## config.mk

```make
export PLATFORM = sky130hd
export DESIGN_NAME = result_dest_descriptor_ring_dma
export DESIGN_NICKNAME = d
export VERILOG_FILES = /design/src/result_dest_pkg.sv /design/src/mem_port_arbiter.sv /design/src/result_dest_descriptor_ring_dma.sv
export SDC_FILE = /design/constraint.sdc
export NUM_CORES = 1
export LEC_CHECK = 0
export BUFFER_PORTS_ARGS = -buffer_cell sky130_fd_sc_hd__buf_2
export CAP_MARGIN = 20
export CORE_UTILIZATION = 39
export DETAILED_ROUTE_END_ITERATION = 7
export PLACE_DENSITY_LB_ADDON = 0.15
export SYNTH_ARGS = -nofsm -noshare
export SYNTH_HDL_FRONTEND = slang
export SYNTH_SLANG_ARGS = --single-unit
```

## constraint.sdc

```tcl
create_clock -name i_core_clk -period 3.56 [get_ports i_core_clk]
set_clock_uncertainty 0.1 [all_clocks]
set_input_delay 0.178 -clock i_core_clk [delete_from_list [all_inputs] [get_ports i_core_clk]]
set_output_delay 0.178 -clock i_core_clk [all_outputs]
set_load 0.1 [all_outputs]
```

## src/result_dest_pkg.sv

```systemverilog
// Shared constants for the result and destination descriptor ring engine.
// Assumes a single core clock; descriptors live in host memory reached by a word port.
`default_nettype none

package result_dest_pkg;

	localparam int NRING    = 2;
	localparam int RING_RES = 0;
	localparam int RING_DST = 1;

	// Descriptor word 0 layout
	localparam int BIT_OWN    = 31;
	localparam int BIT_LINK   = 30;
	localparam int BIT_FINAL  = 29;
	localparam int BIT_OVER   = 27;
	localparam int BIT_DOVER  = 26;
	localparam int BIT_NODONE = 25;
	localparam int LEN_W      = 16;

	localparam logic [31:0] DESC_BYTES = 32'h0000_0008;
	localparam logic [31:0] PTR_OFS    = 32'h0000_0004;
	localparam logic [16:0] WORD_BYTES = 17'h0_0004;

	// Register byte offsets
	localparam logic [11:0] OFF_CTRL     = 12'h000;
	localparam logic [11:0] OFF_RES_BASE = 12'h004;
	localparam logic [11:0] OFF_DST_BASE = 12'h008;
	localparam logic [11:0] OFF_STATUS   = 12'h00C;
	localparam logic [11:0] OFF_MASK     = 12'h010;
	localparam logic [11:0] OFF_STATE    = 12'h014;

	// Control register fields
	localparam int CTRL_RES_EN     = 0;
	localparam int CTRL_DST_EN     = 1;
	localparam int CTRL_HOST_FINAL = 4;
	localparam logic [31:0] CTRL_WMASK = 32'h0000_0013;
	localparam logic [31:0] CTRL_RST   = 32'h0000_0000;

	// Status and mask fields
	localparam int STAT_W        = 4;
	localparam int ST_DONE_RES   = 0;
	localparam int ST_DONE_DST   = 1;
	localparam int ST_OVER_RES   = 2;
	localparam int ST_OVER_DST   = 3;
	localparam logic [STAT_W-1:0] STATUS_RST = 4'h0;
	localparam logic [STAT_W-1:0] MASK_RST   = 4'h0;

	// Timing
	localparam int CLK_PERIOD_NS = 50;
	localparam int POLL_NS       = 1000;
	localparam int POLL_CYCLES   = (POLL_NS + CLK_PERIOD_NS - 1) / CLK_PERIOD_NS;

	localparam logic [1:0] RESP_OKAY   = 2'h0;
	localparam logic [1:0] RESP_SLVERR = 2'h2;

	typedef enum logic [2:0] {
		ST_IDLE = 3'b000,
		ST_CTL  = 3'b001,
		ST_PTR  = 3'b010,
		ST_WAIT = 3'b011,
		ST_DATA = 3'b100,
		ST_WR   = 3'b101,
		ST_DROP = 3'b110,
		ST_WB   = 3'b111
	} ring_state_t;

endpackage

`default_nettype wire
```

## src/mem_port_arbiter.sv

```systemverilog
// Two-way round-robin arbiter onto the host memory word port.
// Assumes requesters hold request, address and data until acknowledged.
`timescale 1ns/1ps
`default_nettype none

module mem_port_arbiter (
	input  wire logic             i_core_clk,
	input  wire logic             i_rst,
	input  wire logic             i_ce,
	input  wire logic [1:0]       i_req,
	input  wire logic [1:0]       i_we,
	input  wire logic [1:0][31:0] i_addr,
	input  wire logic [1:0][31:0] i_wdata,
	output logic      [1:0]       o_ack,
	output logic                  o_mem_req,
	output logic                  o_mem_we,
	output logic      [31:0]      o_mem_addr,
	output logic      [31:0]      o_mem_wdata,
	input  wire logic             i_mem_ack
);

	logic owner;
	logic last_owner;
	logic pick;

	// Alternate so a polling ring cannot starve a ring that moves data
	assign pick = i_req[~last_owner] ? ~last_owner : last_owner;

	always_ff @(posedge i_core_clk) begin
		if (i_rst) begin
			o_mem_req   <= 1'b0;
			o_mem_we    <= 1'b0;
			o_mem_addr  <= 32'h0000_0000;
			o_mem_wdata <= 32'h0000_0000;
			owner       <= 1'b0;
			last_owner  <= 1'b1;
		end else if (i_ce) begin
			if (!o_mem_req) begin
				if (i_req[pick]) begin
					o_mem_req   <= 1'b1;
					owner       <= pick;
					o_mem_we    <= i_we[pick];
					o_mem_addr  <= i_addr[pick];
					o_mem_wdata <= i_wdata[pick];
				end
			end else if (i_mem_ack) begin
				o_mem_req  <= 1'b0;
				last_owner <= owner;
			end
		end
	end

	assign o_ack[0] = i_ce & o_mem_req & i_mem_ack & ~owner;
	assign o_ack[1] = i_ce & o_mem_req & i_mem_ack & owner;

endmodule

`default_nettype wire

```

## src/result_dest_descriptor_ring_dma.sv

```systemverilog
// Result and destination descriptor ring engine with an AXI4-Lite register slave.
// Assumes host memory is reached through a request/ack word port on the core clock,
// and that output words arrive on two valid/ready streams with a last marker.
`timescale 1ns/1ps
`default_nettype none

// What this block does
// - Poll own bit 31 until set
// - Clearing own bit is final write
// - Zero length result descriptor keeps polling
// - Link bit 30: follow pointer, no data
// - Final bit 29 by host or device
// - Result overrun sets bit 27
// - Destination overrun marks result bit 26
// - Destination overrun sets bit 27
// - Bit 25 suppresses done interrupt
// - Length field rewritten with bytes written
// - Link, mask and pointer never changed
module result_dest_descriptor_ring_dma #(
	parameter int AXI_AW      = 12,
	parameter int POLL_CYCLES = result_dest_pkg::POLL_CYCLES
) (
	input  wire logic              i_core_clk,
	input  wire logic              i_rst,
	input  wire logic              i_ce,
	input  wire logic              i_awvalid,
	output logic                   o_awready,
	input  wire logic [AXI_AW-1:0] i_awaddr,
	input  wire logic [2:0]        i_awprot,
	input  wire logic              i_wvalid,
	output logic                   o_wready,
	input  wire logic [31:0]       i_wdata,
	input  wire logic [3:0]        i_wstrb,
	output logic                   o_bvalid,
	input  wire logic              i_bready,
	output logic      [1:0]        o_bresp,
	input  wire logic              i_arvalid,
	output logic                   o_arready,
	input  wire logic [AXI_AW-1:0] i_araddr,
	input  wire logic [2:0]        i_arprot,
	output logic                   o_rvalid,
	input  wire logic              i_rready,
	output logic      [31:0]       o_rdata,
	output logic      [1:0]        o_rresp,
	output logic                   o_irq,
	output logic                   o_mem_req,
	output logic                   o_mem_we,
	output logic      [31:0]       o_mem_addr,
	output logic      [31:0]       o_mem_wdata,
	input  wire logic              i_mem_ack,
	input  wire logic [31:0]       i_mem_rdata,
	input  wire logic              i_res_valid,
	input  wire logic [31:0]       i_res_data,
	input  wire logic              i_res_last,
	output logic                   o_res_ready,
	input  wire logic              i_dst_valid,
	input  wire logic [31:0]       i_dst_data,
	input  wire logic              i_dst_last,
	output logic                   o_dst_ready
);

	// Register bus state
	logic                              aw_hold;
	logic                              w_hold;
	logic [AXI_AW-1:0]                 aw_addr;
	logic [31:0]                       w_data;
	logic [3:0]                        w_strb;
	logic [31:0]                       bmask;
	logic [11:0]                       wr_off;
	logic [11:0]                       rd_off;
	logic                              do_write;
	logic                              wr_hit;
	logic                              rd_hit;
	logic [31:0]                       rd_mux;
	logic [31:0]                       ctrl;
	logic [result_dest_pkg::STAT_W-1:0] status;
	logic [result_dest_pkg::STAT_W-1:0] int_mask;
	logic [result_dest_pkg::STAT_W-1:0] stat_set;
	logic [result_dest_pkg::STAT_W-1:0] stat_clr;
	logic                              dst_over_pend;

	// Per-ring wires
	wire [1:0]       base_wr;
	wire [1:0]       ring_en;
	wire [1:0]       ring_req;
	wire [1:0]       ring_we;
	wire [1:0][31:0] ring_addr;
	wire [1:0][31:0] ring_wdata;
	wire [1:0]       ring_ack;
	wire [1:0][31:0] ring_ptr;
	wire [1:0][2:0]  ring_state;
	wire [1:0]       done_ev;
	wire [1:0]       over_ev;
	wire [1:0]       str_valid;
	wire [1:0][31:0] str_data;
	wire [1:0]       str_last;
	wire [1:0]       str_ready;
	wire             host_final;

	assign str_valid   = {i_dst_valid, i_res_valid};
	assign str_data    = {i_dst_data, i_res_data};
	assign str_last    = {i_dst_last, i_res_last};
	assign o_res_ready = str_ready[result_dest_pkg::RING_RES];
	assign o_dst_ready = str_ready[result_dest_pkg::RING_DST];
	assign ring_en     = {ctrl[result_dest_pkg::CTRL_DST_EN], ctrl[result_dest_pkg::CTRL_RES_EN]};
	assign host_final  = ctrl[result_dest_pkg::CTRL_HOST_FINAL];

	// ---------------- AXI4-Lite write channel ----------------
	assign o_awready = i_ce & ~aw_hold & ~o_bvalid;
	assign o_wready  = i_ce & ~w_hold & ~o_bvalid;
	assign do_write  = aw_hold & w_hold & ~o_bvalid;
	assign wr_off    = {aw_addr[11:2], 2'b00};

	always_ff @(posedge i_core_clk) begin
		if (i_rst) begin
			aw_hold <= 1'b0;
			aw_addr <= '0;
		end else if (i_ce) begin
			if (i_awvalid && o_awready) begin
				aw_hold <= 1'b1;
				aw_addr <= i_awaddr;
			end else if (do_write) begin
				aw_hold <= 1'b0;
			end
		end
	end

	always_ff @(posedge i_core_clk) begin
		if (i_rst) begin
			w_hold <= 1'b0;
			w_data <= 32'h0000_0000;
			w_strb <= 4'h0;
		end else if (i_ce) begin
			if (i_wvalid && o_wready) begin
				w_hold <= 1'b1;
				w_data <= i_wdata;
				w_strb <= i_wstrb;
			end else if (do_write) begin
				w_hold <= 1'b0;
			end
		end
	end

	always_comb begin
		for (int b = 0; b < 4; b++) begin
			bmask[8*b +: 8] = {8{w_strb[b]}};
		end
	end

	assign wr_hit = (wr_off == result_dest_pkg::OFF_CTRL) ||
			(wr_off == result_dest_pkg::OFF_RES_BASE) ||
			(wr_off == result_dest_pkg::OFF_DST_BASE) ||
			(wr_off == result_dest_pkg::OFF_STATUS) ||
			(wr_off == result_dest_pkg::OFF_MASK) ||
			(wr_off == result_dest_pkg::OFF_STATE);

	always_ff @(posedge i_core_clk) begin
		if (i_rst) begin
			o_bvalid <= 1'b0;
			o_bresp  <= result_dest_pkg::RESP_OKAY;
		end else if (i_ce) begin
			if (do_write) begin
				o_bvalid <= 1'b1;
				o_bresp  <= wr_hit ? result_dest_pkg::RESP_OKAY : result_dest_pkg::RESP_SLVERR;
			end else if (i_bready) begin
				o_bvalid <= 1'b0;
			end
		end
	end

	always_ff @(posedge i_core_clk) begin
		if (i_rst) begin
			ctrl <= result_dest_pkg::CTRL_RST;
		end else if (i_ce && do_write && wr_off == result_dest_pkg::OFF_CTRL) begin
			ctrl <= ((ctrl & ~bmask) | (w_data & bmask)) & result_dest_pkg::CTRL_WMASK;
		end
	end

	always_ff @(posedge i_core_clk) begin
		if (i_rst) begin
			int_mask <= result_dest_pkg::MASK_RST;
		end else if (i_ce && do_write && wr_off == result_dest_pkg::OFF_MASK && w_strb[0]) begin
			int_mask <= w_data[result_dest_pkg::STAT_W-1:0];
		end
	end

	// Base pointer loads; an engine that is walking its ring ignores them
	assign base_wr[0] = do_write & (wr_off == result_dest_pkg::OFF_RES_BASE);
	assign base_wr[1] = do_write & (wr_off == result_dest_pkg::OFF_DST_BASE);

	// ---------------- Status, mask and interrupt ----------------
	assign stat_set = {over_ev[1], over_ev[0], done_ev[1], done_ev[0]};
	assign stat_clr = (do_write && wr_off == result_dest_pkg::OFF_STATUS && w_strb[0]) ?
			w_data[result_dest_pkg::STAT_W-1:0] : '0;

	// Set beats a simultaneous write-one-to-clear
	always_ff @(posedge i_core_clk) begin
		if (i_rst) begin
			status <= result_dest_pkg::STATUS_RST;
		end else if (i_ce) begin
			status <= (status & ~stat_clr) | stat_set;
		end
	end

	assign o_irq = |(status & int_mask);

	// Destination overrun waiting to be reported in the next result descriptor
	always_ff @(posedge i_core_clk) begin
		if (i_rst) begin
			dst_over_pend <= 1'b0;
		end else if (i_ce) begin
			if (over_ev[result_dest_pkg::RING_DST]) begin
				dst_over_pend <= 1'b1;
			end else if (done_ev[result_dest_pkg::RING_RES] ||
					(ring_state[result_dest_pkg::RING_RES] == result_dest_pkg::ST_WB &&
					ring_ack[result_dest_pkg::RING_RES])) begin
				dst_over_pend <= 1'b0;
			end
		end
	end

	// ---------------- AXI4-Lite read channel ----------------
	assign o_arready = i_ce & ~o_rvalid;
	assign rd_off    = {i_araddr[11:2], 2'b00};

	always_comb begin
		rd_mux = 32'h0000_0000;
		rd_hit = 1'b1;
		case (rd_off)
			result_dest_pkg::OFF_CTRL:     rd_mux = ctrl;
			result_dest_pkg::OFF_RES_BASE: rd_mux = ring_ptr[0];
			result_dest_pkg::OFF_DST_BASE: rd_mux = ring_ptr[1];
			result_dest_pkg::OFF_STATUS:   rd_mux[result_dest_pkg::STAT_W-1:0] = status;
			result_dest_pkg::OFF_MASK:     rd_mux[result_dest_pkg::STAT_W-1:0] = int_mask;
			result_dest_pkg::OFF_STATE:    rd_mux[6:0] = {dst_over_pend, ring_state[1], ring_state[0]};
			default:                       rd_hit = 1'b0;
		endcase
	end

	always_ff @(posedge i_core_clk) begin
		if (i_rst) begin
			o_rvalid <= 1'b0;
			o_rdata  <= 32'h0000_0000;
			o_rresp  <= result_dest_pkg::RESP_OKAY;
		end else if (i_ce) begin
			if (i_arvalid && o_arready) begin
				o_rvalid <= 1'b1;
				o_rdata  <= rd_mux;
				o_rresp  <= rd_hit ? result_dest_pkg::RESP_OKAY : result_dest_pkg::RESP_SLVERR;
			end else if (i_rready) begin
				o_rvalid <= 1'b0;
			end
		end
	end

	// ---------------- Ring engines ----------------
	for (genvar r = 0; r < result_dest_pkg::NRING; r++) begin : g_ring
		result_dest_pkg::ring_state_t state;
		logic [31:0] ptr;
		logic [31:0] ctl;
		logic [31:0] buf_addr;
		logic [15:0] cnt;
		logic [31:0] word;
		logic        eos;
		logic        ovf;
		logic [15:0] poll_cnt;
		logic [16:0] next_cnt;
		logic        full;
		logic [31:0] wb_word;
		logic [31:0] req_addr;

		assign next_cnt = {1'b0, cnt} + result_dest_pkg::WORD_BYTES;
		assign full     = next_cnt >= {1'b0, ctl[result_dest_pkg::LEN_W-1:0]};

		// Written back: only control and length, ownership cleared last
		always_comb begin
			wb_word = 32'h0000_0000;
			wb_word[result_dest_pkg::LEN_W-1:0] = cnt;
			wb_word[result_dest_pkg::BIT_FINAL] = host_final ?
					ctl[result_dest_pkg::BIT_FINAL] : eos;
			wb_word[result_dest_pkg::BIT_OVER]   = ovf;
			wb_word[result_dest_pkg::BIT_DOVER]  = (r == result_dest_pkg::RING_RES) &&
					dst_over_pend;
			wb_word[result_dest_pkg::BIT_NODONE] = ctl[result_dest_pkg::BIT_NODONE];
			wb_word[result_dest_pkg::BIT_OWN]    = 1'b0;
		end

		always_comb begin
			case (state)
				result_dest_pkg::ST_PTR: req_addr = ptr + result_dest_pkg::PTR_OFS;
				result_dest_pkg::ST_WR:  req_addr = buf_addr + {16'h0000, cnt};
				default:                 req_addr = ptr;
			endcase
		end

		assign ring_req[r]   = (state == result_dest_pkg::ST_CTL) || (state == result_dest_pkg::ST_PTR) ||
				(state == result_dest_pkg::ST_WR) || (state == result_dest_pkg::ST_WB);
		assign ring_we[r]    = (state == result_dest_pkg::ST_WR) || (state == result_dest_pkg::ST_WB);
		assign ring_addr[r]  = req_addr;
		assign ring_wdata[r] = (state == result_dest_pkg::ST_WB) ? wb_word : word;
		assign ring_ptr[r]   = ptr;
		assign ring_state[r] = state;
		assign str_ready[r]  = i_ce && ((state == result_dest_pkg::ST_DATA) ||
				(state == result_dest_pkg::ST_DROP));
		assign done_ev[r]    = (state == result_dest_pkg::ST_WB) && ring_ack[r] &&
				!ctl[result_dest_pkg::BIT_NODONE];
		assign over_ev[r]    = (state == result_dest_pkg::ST_WB) && ring_ack[r] && ovf;

		always_ff @(posedge i_core_clk) begin
			if (i_rst) begin
				state    <= result_dest_pkg::ST_IDLE;
				ptr      <= 32'h0000_0000;
				ctl      <= 32'h0000_0000;
				buf_addr <= 32'h0000_0000;
				cnt      <= 16'h0000;
				word     <= 32'h0000_0000;
				eos      <= 1'b0;
				ovf      <= 1'b0;
				poll_cnt <= 16'h0000;
			end else if (i_ce) begin
				case (state)
					result_dest_pkg::ST_IDLE: begin
						if (base_wr[r]) begin
							ptr <= w_data;
						end else if (ring_en[r]) begin
							state <= result_dest_pkg::ST_CTL;
						end
					end
					result_dest_pkg::ST_CTL: begin
						if (ring_ack[r]) begin
							ctl <= i_mem_rdata;
							if (i_mem_rdata[result_dest_pkg::BIT_OWN]) begin
								state <= result_dest_pkg::ST_PTR;
							end else begin
								state <= result_dest_pkg::ST_WAIT;
							end
						end
					end
					result_dest_pkg::ST_PTR: begin
						if (ring_ack[r]) begin
							if (ctl[result_dest_pkg::BIT_LINK]) begin
								ptr   <= i_mem_rdata;
								state <= result_dest_pkg::ST_CTL;
							end else if (ctl[result_dest_pkg::LEN_W-1:0] == 16'h0000) begin
								state <= result_dest_pkg::ST_WAIT;
							end else begin
								buf_addr <= i_mem_rdata;
								cnt      <= 16'h0000;
								eos      <= 1'b0;
								ovf      <= 1'b0;
								state    <= result_dest_pkg::ST_DATA;
							end
						end
					end
					result_dest_pkg::ST_WAIT: begin
						// Spaced re-reads keep a stalled ring off the host bus
						if (poll_cnt == 16'(POLL_CYCLES - 1)) begin
							poll_cnt <= 16'h0000;
							state    <= ring_en[r] ? result_dest_pkg::ST_CTL :
									result_dest_pkg::ST_IDLE;
						end else begin
							poll_cnt <= poll_cnt + 16'h0001;
						end
					end
					result_dest_pkg::ST_DATA: begin
						if (str_valid[r]) begin
							word  <= str_data[r];
							eos   <= str_last[r];
							state <= result_dest_pkg::ST_WR;
						end
					end
					result_dest_pkg::ST_WR: begin
						if (ring_ack[r]) begin
							cnt <= next_cnt[15:0];
							if (eos) begin
								state <= result_dest_pkg::ST_WB;
							end else if (full) begin
								if (host_final && ctl[result_dest_pkg::BIT_FINAL]) begin
									ovf   <= 1'b1;
									state <= result_dest_pkg::ST_DROP;
								end else begin
									state <= result_dest_pkg::ST_WB;
								end
							end else begin
								state <= result_dest_pkg::ST_DATA;
							end
						end
					end
					result_dest_pkg::ST_DROP: begin
						// Excess words are consumed and lost until the stream ends
						if (str_valid[r] && str_last[r]) begin
							eos   <= 1'b1;
							state <= result_dest_pkg::ST_WB;
						end
					end
					result_dest_pkg::ST_WB: begin
						if (ring_ack[r]) begin
							ptr   <= ptr + result_dest_pkg::DESC_BYTES;
							state <= ring_en[r] ? result_dest_pkg::ST_CTL :
									result_dest_pkg::ST_IDLE;
						end
					end
					default: begin
						state <= result_dest_pkg::ST_IDLE;
					end
				endcase
			end
		end
	end

	mem_port_arbiter u_arb (
		.i_core_clk  (i_core_clk),
		.i_rst       (i_rst),
		.i_ce        (i_ce),
		.i_req       (ring_req),
		.i_we        (ring_we),
		.i_addr      (ring_addr),
		.i_wdata     (ring_wdata),
		.o_ack       (ring_ack),
		.o_mem_req   (o_mem_req),
		.o_mem_we    (o_mem_we),
		.o_mem_addr  (o_mem_addr),
		.o_mem_wdata (o_mem_wdata),
		.i_mem_ack   (i_mem_ack)
	);

endmodule

`default_nettype wire

```

==> results of run 1 <==
worst paths after layout:
kind,to,cells after the start
setup / recovery,g_ring[0].state[0]$_SDFFE_PP0P_,15
hold / removal,u_arb.o_mem_wdata[30]$_SDFFE_PP0P_,2
setup reg to reg,g_ring[0].state[0]$_SDFFE_PP0P_,15
hold reg to reg,g_ring[1].word[25]$_SDFFE_PP0P_,2
registers in the layout (all words and copies together), names as in the netlist, 2 cells and up:
signal,cells
aw_addr,10
ctrl,3
g_ring.buf_addr,64
g_ring.cnt,28
g_ring.ctl,38
g_ring.eos,2
g_ring.ovf,2
g_ring.poll_cnt,32
g_ring.ptr,64
g_ring.state,6
g_ring.word,64
int_mask,4
o_rdata,32
status,4
u_arb.o_mem_addr,32
u_arb.o_mem_wdata,32
w_data,32
logic make-up (layout without fill, tap and decap cells):
| group | Yosys count | after routing | share of synthesized area |
|---|---|---|---|
| AND/OR/NAND/NOR | 1482 | 1482 | 0.273 |
| AO/OA/AOI/OAI | 835 | 835 | 0.214 |
| flip-flops | 461 | 461 | 0.371 |
| buffers and inverters | 298 | 687 | 0.0492 |
| XOR/XNOR | 107 | 107 | 0.0380 |
| adder cells (fa/ha/maj) | 64 | 64 | 0.0322 |
| multiplexers | 55 | 55 | 0.0231 |
| other | 1 | 3 | 0.000151 |
worst max-delay path: cells and delay by family, from the launching register on:
| kind | cells | cell delay [ns] |
|---|---|---|
| flip-flops | 1 | 0.41 |
| XOR/XNOR | 1 | 0.16 |
| buffers and inverters | 2 | 0.37 |
| AND/OR/NAND/NOR | 3 | 0.39 |
| adder cells (fa/ha/maj) | 2 | 0.53 |
| AO/OA/AOI/OAI | 7 | 1.27 |
metal layers:
metal | global-route usage | up-vias | wire, um
li1 | - | 12400 | -
met1 | 0.373 | 12700 | 40600
met2 | 0.498 | 1120 | 46800
met3 | 0.0452 | 297 | 7190
met4 | 0.176 | 2 | 6130
met5 | 0 | - | 8
report_power, final:
part	switching (W)	internal, W
Sequential	0.0000453	0.00521
Combinational	0.000529	0.000290
Clock	0.00237	0.00339
layout by cell type, fill, tap and decap left out, types with 10 or more instances in the layout:
cell,synthesis,routed
inv_1,43,43
nor2_1,296,294
o31ai_1,11,11
nand2b_1,14,14
o21ai_0,118,118
nor2b_1,13,12
o211ai_1,26,26
buf_4,10,93
xor2_1,44,44
and4_1,14,14
a21oi_1,353,353
ha_1,64,64
nor3_1,77,77
and3_1,48,48
nor3b_1,11,11
nand4_1,47,47
a31oi_1,24,24
clkbuf_1,179,11
o21ai_1,12,10
dlygate4sd3_1,0,170
a311oi_1,14,14
or3_1,11,11
nand3_1,151,149
nand2_1,688,688
a21o_1,20,20
mux2i_1,47,47
buf_2,53,269
clkbuf_16,0,55
dfxtp_1,461,461
a222oi_1,15,15
and2_1,16,16
a221oi_1,59,58
nand3b_1,17,17
xnor2_1,62,62
clkbuf_8,0,18
nor4_1,32,32
a211oi_1,27,27
a22oi_1,51,51
what timing repair did:
item                       in CTS  in global routing
hold endpoints to repair      232                  5
setup endpoints to repair       0                  2
hold buffers                  168                  2
resized for setup               0                  1
area by class of cell:
cell class | instances | share of cell area
diodes | 1 | 0.0000814
clock buffers | 83 | 0.0534
clock inverters | 16 | 0.00656
inverters | 46 | 0.00562
multi-input cells | 2545 | 0.471
flip-flops and latches | 461 | 0.300
well taps | 846 | 0.0345
repair buffers | 542 | 0.129
per-stage QoR:
stage               instances  worst slack [ns]  hold slack (ns)  utilization  total power (W)
finish                   4540             0.204         -0.00524        0.487           0.0118
global route             4539            0.0286           0.0498        0.487           0.0122
CTS                      4533             0.109          0.00291        0.485           0.0119
detailed placement       4266             0.164            0.325        0.429          0.00602
global placement         4265             0.149            0.320        0.429          0.00602
floorplan                3304            0.0457            0.214            -          0.00574
==> reports/qor.yml, run 1 <==
status: "finished, violations left"
violations: "hold timing"
ys_seq_area_frac: 0.371
die-area_um2: 64800
post_cts_buffers: 0
yosysWarnings: 0
cap_violations: 0
crit_fanout: 5
ios: 285
max-clock-path-buffers: 3
yosysTopAreaCellShare: 0.371
initial_core_util: 0.394
async_reset_ff_frac: 0
p_leak_nw: 11.5
synth.distinct_cells: 100
crit_type: "reg2reg"
track_usage: 0.302
critPathCaptureType: "flip-flop"
rrSetupSlack_ns: 0.20
hp-class: "in2reg"
worst_hold_startpoint: "i_rst"
vias: 26600
dr.pass1.iters: 7
setup_tns_ns: 0
nets: 3889
cp.required_ns: 3.96
final-seq-area_um2: 9230
overflow: 0
slowest_delay_ns: 0.41
rows: 92
crit_path_frequent_cell: "a21o_1"
crit-reg2reg-launch: "g_ring[0].cnt[3]$_SDFFE_PP0P_"
netlist_top_cells_count: "nand2_1, dfxtp_1, a21oi_1"
cp_slowest_cell: "dfxtp_1"
crit_path_start: "g_ring[0].cnt[3]$_SDFFE_PP0P_"
post-route-drc-count: 0
drt-total-wl_mm: 101
clock_latency_ns: 0.63
wire_per_inst_um: 22.2
grt_pass1_wl_mm: 150
vias_per_cell: 5.85
hold_viol: 3
syn2layout_area_growth_pct: 23.6
setup_violations: 0
placed_cell_area_um2: 27100
vdd_drop_max_v: 0.000353
postRouteAntennaNets: 0
cp-start-kind: "flip-flop"
synth_area_leader_cell: "dfxtp_1"
synth-seq-cells: 461
synth_edf_count: 0
holdWs_ns: -0.00524
slew_viol_final: 0
rsz0062_at_grt: "no"
portBuffers: 269
drt_iter0_drc: 2397
clkTransAtPathRegs_ns: 0.06
path_cells: "ha_1, nand3_1, nor4_2, buf_4, xor2_1, ha_1, a21o_1, a21o_1, a21o_1, a21oi_1, nor2_1, a221oi_2, buf_4, a221oi_1, o31a_1"
min_period_over_period: 0.943
synth_ff_type: "dfxtp_1"
htree_levels: 2
grt_max_degree: 140
max_freq_mhz: 298
tightestPinTransition_ns: 1.08
die_h_um: 255
avgSynthCellArea_um2: 7.53
dp_hpwl_mm: 71.7
clock_sinks: 461
design_area_um2: 30700
synthCells: 3303
drive_gt1_frac: 0.142
cts_tree: "yes"
cp.arrival_ns: 3.76
first_global_vias: 25000
core-area_um2: 63100
multi_input_area_um2: 14500
die_w_um: 255
cts_buffers: 54
place_congestion: 0.941
period_needed_ns: 3.36
synthTopCellsByArea: "dfxtp_1, nand2_1, a21oi_1, nor2_1, ha_1"
yosysMostFrequentCell: "nand2_1"
fillers: 6265
power_density_nw_per_um2: 385
netlist_area_um2: 24900
slew_headroom: 0.282
antenna_found_initial: 3
ctsRootBufferMaster: "clkbuf_16"
Note: power is estimated with default switching activity, not from simulation.
==> inputs of run 2 (changes only) <==
--- a/config.mk
+++ b/config.mk
@@ -12,4 +12,5 @@
 export PLACE_DENSITY_LB_ADDON = 0.15
 export SYNTH_ARGS = -nofsm -noshare
 export SYNTH_HDL_FRONTEND = slang
+export SYNTH_HIERARCHICAL = 1
 export SYNTH_SLANG_ARGS = --single-unit
==> run 2 against run 1 <==
Compared with the run above:
- the run now ends clean
- cell count rose by 3.8%
- area after synthesis grew 4.6%
- first-iteration DRC count rose by 7.7%
- register-to-register slack about the same
- fmax hardly changed
- largest cell class unchanged
==> reports/qor.yml, run 2 <==
vias: 27300  # +2.7%
cts_buffers: 54  # unchanged
dp_hpwl_mm: 75.2  # +5.0%
clock_latency_ns: 0.63  # about the same
postRouteAntennaNets: 0  # unchanged
overflow: 0  # unchanged
portBuffers: 269  # unchanged
die-area_um2: 67700  # +4.5%
synth_area_leader_cell: "dfxtp_1"
clkTransAtPathRegs_ns: 0.06  # about the same
synth_edf_count: 0  # unchanged
antenna_cells: 0  # -1
min_period_over_period: 0.943  # about the same
drive_gt1_frac: 0.154  # +0.0122
avgSynthCellArea_um2: 7.50  # -0.43%
track_usage: 0.305  # +0.00323
hold_viol: 0  # -3
vias_per_cell: 5.79  # -1.0%
synthTopCellsByArea: "dfxtp_1, nand2_1, a21oi_1, o21ai_0, nor2_1"
ios: 285  # unchanged
crit_family: "compound AO/OA/AOI/OAI gates"
worst_hold_startpoint: "i_arvalid"
design_area_um2: 32000  # +4.0%
synth.distinct_cells: 93  # -7.0%
reg2reg_to: "u_arb/o_mem_addr[26]$_SDFFE_PP0P_"
synth_ff_type: "dfxtp_1"
vdd_drop_max_v: 0.000330  # -6.6%
drt-total-wl_mm: 106  # +5.6%
async_reset_ff_frac: 0  # unchanged
critPathCaptureType: "flip-flop"
setup_tns_ns: 0  # unchanged
cp.required_ns: 3.99  # +0.03 ns
grt_max_degree: 145  # +3.6%
initial_core_util: 0.395  # +0.000633
min_path_cells: 4  # +2
tightestPinTransition_ns: 1.14  # +0.0600 ns
ctsRootBufferMaster: "clkbuf_16"
slew_viol_final: 0  # unchanged
slowest_delay_ns: 0.63  # +0.22 ns
max_freq_mhz: 298  # about the same
post-route-drc-count: 0  # unchanged
core-area_um2: 65900  # +4.4%
crit_type: "reg2reg"
synth-seq-cells: 461  # unchanged
crit_fanout: 6  # +1
clock_sinks: 461  # unchanged
whs_endpoint: "o_rvalid$_SDFFE_PP0P_"
place_congestion: 0.956  # +1.6%
rsz0062_at_grt: "no"
cp-start-kind: "flip-flop"
yosysWarnings: 6  # +6
cts_tree: "yes"
antenna_found_initial: 1  # -2
cp.arrival_ns: 3.78  # +0.02 ns
placed_cell_area_um2: 28400  # +4.7%
hp-class: "in2reg"
netlist_area_um2: 26000  # +4.6%
crit-reg2reg-launch: "g_ring[1].cnt[12]$_SDFFE_PP0P_"
nets: 4044  # +4.0%
htree_levels: 2  # unchanged
cp_slowest_cell: "a211oi_1"
yosysTopAreaCellShare: 0.355  # -0.0163
dr.pass1.iters: 6  # -1
cap_violations: 0  # unchanged
layout_common_cells: "nand2_1, dfxtp_1, a21oi_1, buf_2, nor2_1"
rrSetupSlack_ns: 0.20  # about the same
ys_seq_area_frac: 0.355  # -0.0163
drt_iter0_drc: 2582  # +7.7%
yosysMostFrequentCell: "nand2_1"
syn2layout_area_growth_pct: 22.9
wire_per_inst_um: 22.6  # +1.8%
r2r_cells: 10  # -5
die_h_um: 260  # +2.2%
final_common_cell: "nand2_1"
power_density_nw_per_um2: 375  # -2.5%
pre_cts_slack_ns: 0.273  # +0.109 ns
max-clock-path-buffers: 3  # unchanged
grt_pass1_wl_mm: 158  # +5.2%
crit_buf_inv: 0  # -2
reg_top3: "g_ring.buf_addr: 64 flops, g_ring.ptr: 64 flops, g_ring.word: 64 flops"
status: "finished, final reports clean"
first_global_vias: 25600  # +2.1%
crit_path_frequent_cell: "nand3_1"
p_leak_nw: 11.5  # +0.62%
die_w_um: 260  # +2.2%
netlist_top_cells_count: "nand2_1, dfxtp_1, a21oi_1"
slew_headroom: 0.242  # -0.0400
synthCells: 3469  # +5.0%
setup_violations: 0  # unchanged
fin_ws_ns: 0.204  # -0.000292 ns
period_needed_ns: 3.36  # +0.000292 ns
path_cells: "ha_1, nand3_1, nor3_1, o221ai_1, a211oi_1, nand3_1, xor2_1, o221ai_1, nand3_1, a311oi_2"
rows: 94  # +2.2%
[run 2: changes by cell type after synthesis, sizes merged, moves of 20 or more]
cell and delta:
a311oi +64, inv +20, nor2 -39, clkbuf +44
a221oi -20, mux2i -29, o21ai +93, a21oi +28
[run 2: what timing repair did]
action | in CTS | in global routing
resized for setup | 0 | 0
buffers inserted | 0 | 0
setup endpoints to repair | 0 | 0
hold buffers | 175 | 0
hold endpoints to repair | 249 | 0
[run 2: worst max path at each step]
stage / from / to / slack (ns) / depth (start not counted)
6_report: g_ring[1].cnt[12]$_SDFFE_PP0P_ / u_arb/o_mem_addr[26]$_SDFFE_PP0P_ / 0.20 / 10
3_5_place_dp: g_ring[1].cnt[2]$_SDFFE_PP0P_ / g_ring[1].state[1]$_SDFFE_PP0P_ / 0.27 / 14
5_1_grt: g_ring[1].cnt[2]$_SDFFE_PP0P_ / g_ring[1].state[1]$_SDFFE_PP0P_ / 0.04 / 14
3_3_place_gp: g_ring[1].cnt[2]$_SDFFE_PP0P_ / g_ring[1].state[0]$_SDFFE_PP0P_ / 0.27 / 14
4_1_cts: g_ring[1].cnt[12]$_SDFFE_PP0P_ / u_arb/o_mem_addr[26]$_SDFFE_PP0P_ / 0.26 / 10
2_1_floorplan: o_bvalid$_SDFFE_PP0P_ / w_data[10]$_SDFFE_PP0P_ / 0.19 / 7
[run 2: routing by layer]
metal	part of all wire	global-route usage
met5	0.000094	0
met4	0.057	0.157
met3	0.064	0.0393
met2	0.47	0.504
met1	0.41	0.387
[run 2: logic make-up (layout without fill, tap and decap cells)]
kind of cell / after synthesis / in the layout / synth area share
buffers and inverters: 355 / 734 / 0.0561
AO/OA/AOI/OAI: 992 / 992 / 0.254
adder cells (fa/ha/maj): 64 / 64 / 0.0308
multiplexers: 33 / 33 / 0.0134
XOR/XNOR: 99 / 99 / 0.0333
other: 1 / 2 / 0.000144
flip-flops: 461 / 461 / 0.355
AND/OR/NAND/NOR: 1464 / 1464 / 0.258
[run 2: cell type report]
type / instances / area (um^2)
Timing Repair Buffer: 568 / 4150
Multi-Input combinational cell: 2654 / 15400
Clock inverter: 22 / 258
Tap cell: 864 / 1080
Clock buffer: 78 / 1590
Inverter: 66 / 248
Fill cell: 6697 / 33900
Sequential cell: 461 / 9230
[run 2: metrics by stage]
step / hold WS (ns) / power [W] / util / cells
after floorplan: 0.214 / 0.00579 / - / 3470
after global placement: 0.323 / 0.00610 / 0.430 / 4438
after detailed placement: 0.323 / 0.00610 / 0.430 / 4438
after CTS: 0.0180 / 0.0121 / 0.485 / 4713
after global routing: 0.0703 / 0.0123 / 0.485 / 4713
final: 0.0349 / 0.0120 / 0.485 / 4713
[run 2: power breakdown]
group | total (W) | internal (W) | leakage, nW | switching, W
logic | 0.000884 | 0.000295 | 6.88 | 0.000589
clock network | 0.00586 | 0.00347 | 0.927 | 0.00239
registers | 0.00525 | 0.00521 | 3.72 | 0.0000455
total | 0.0120 | 0.00897 | 11.5 | 0.00302
[run 2: tightest hold or removal path, cell delays in order]
cell and delay (ns):
buf_2 0.08, nand2_1 0.04, buf_4 0.24, a21oi_1 0.17
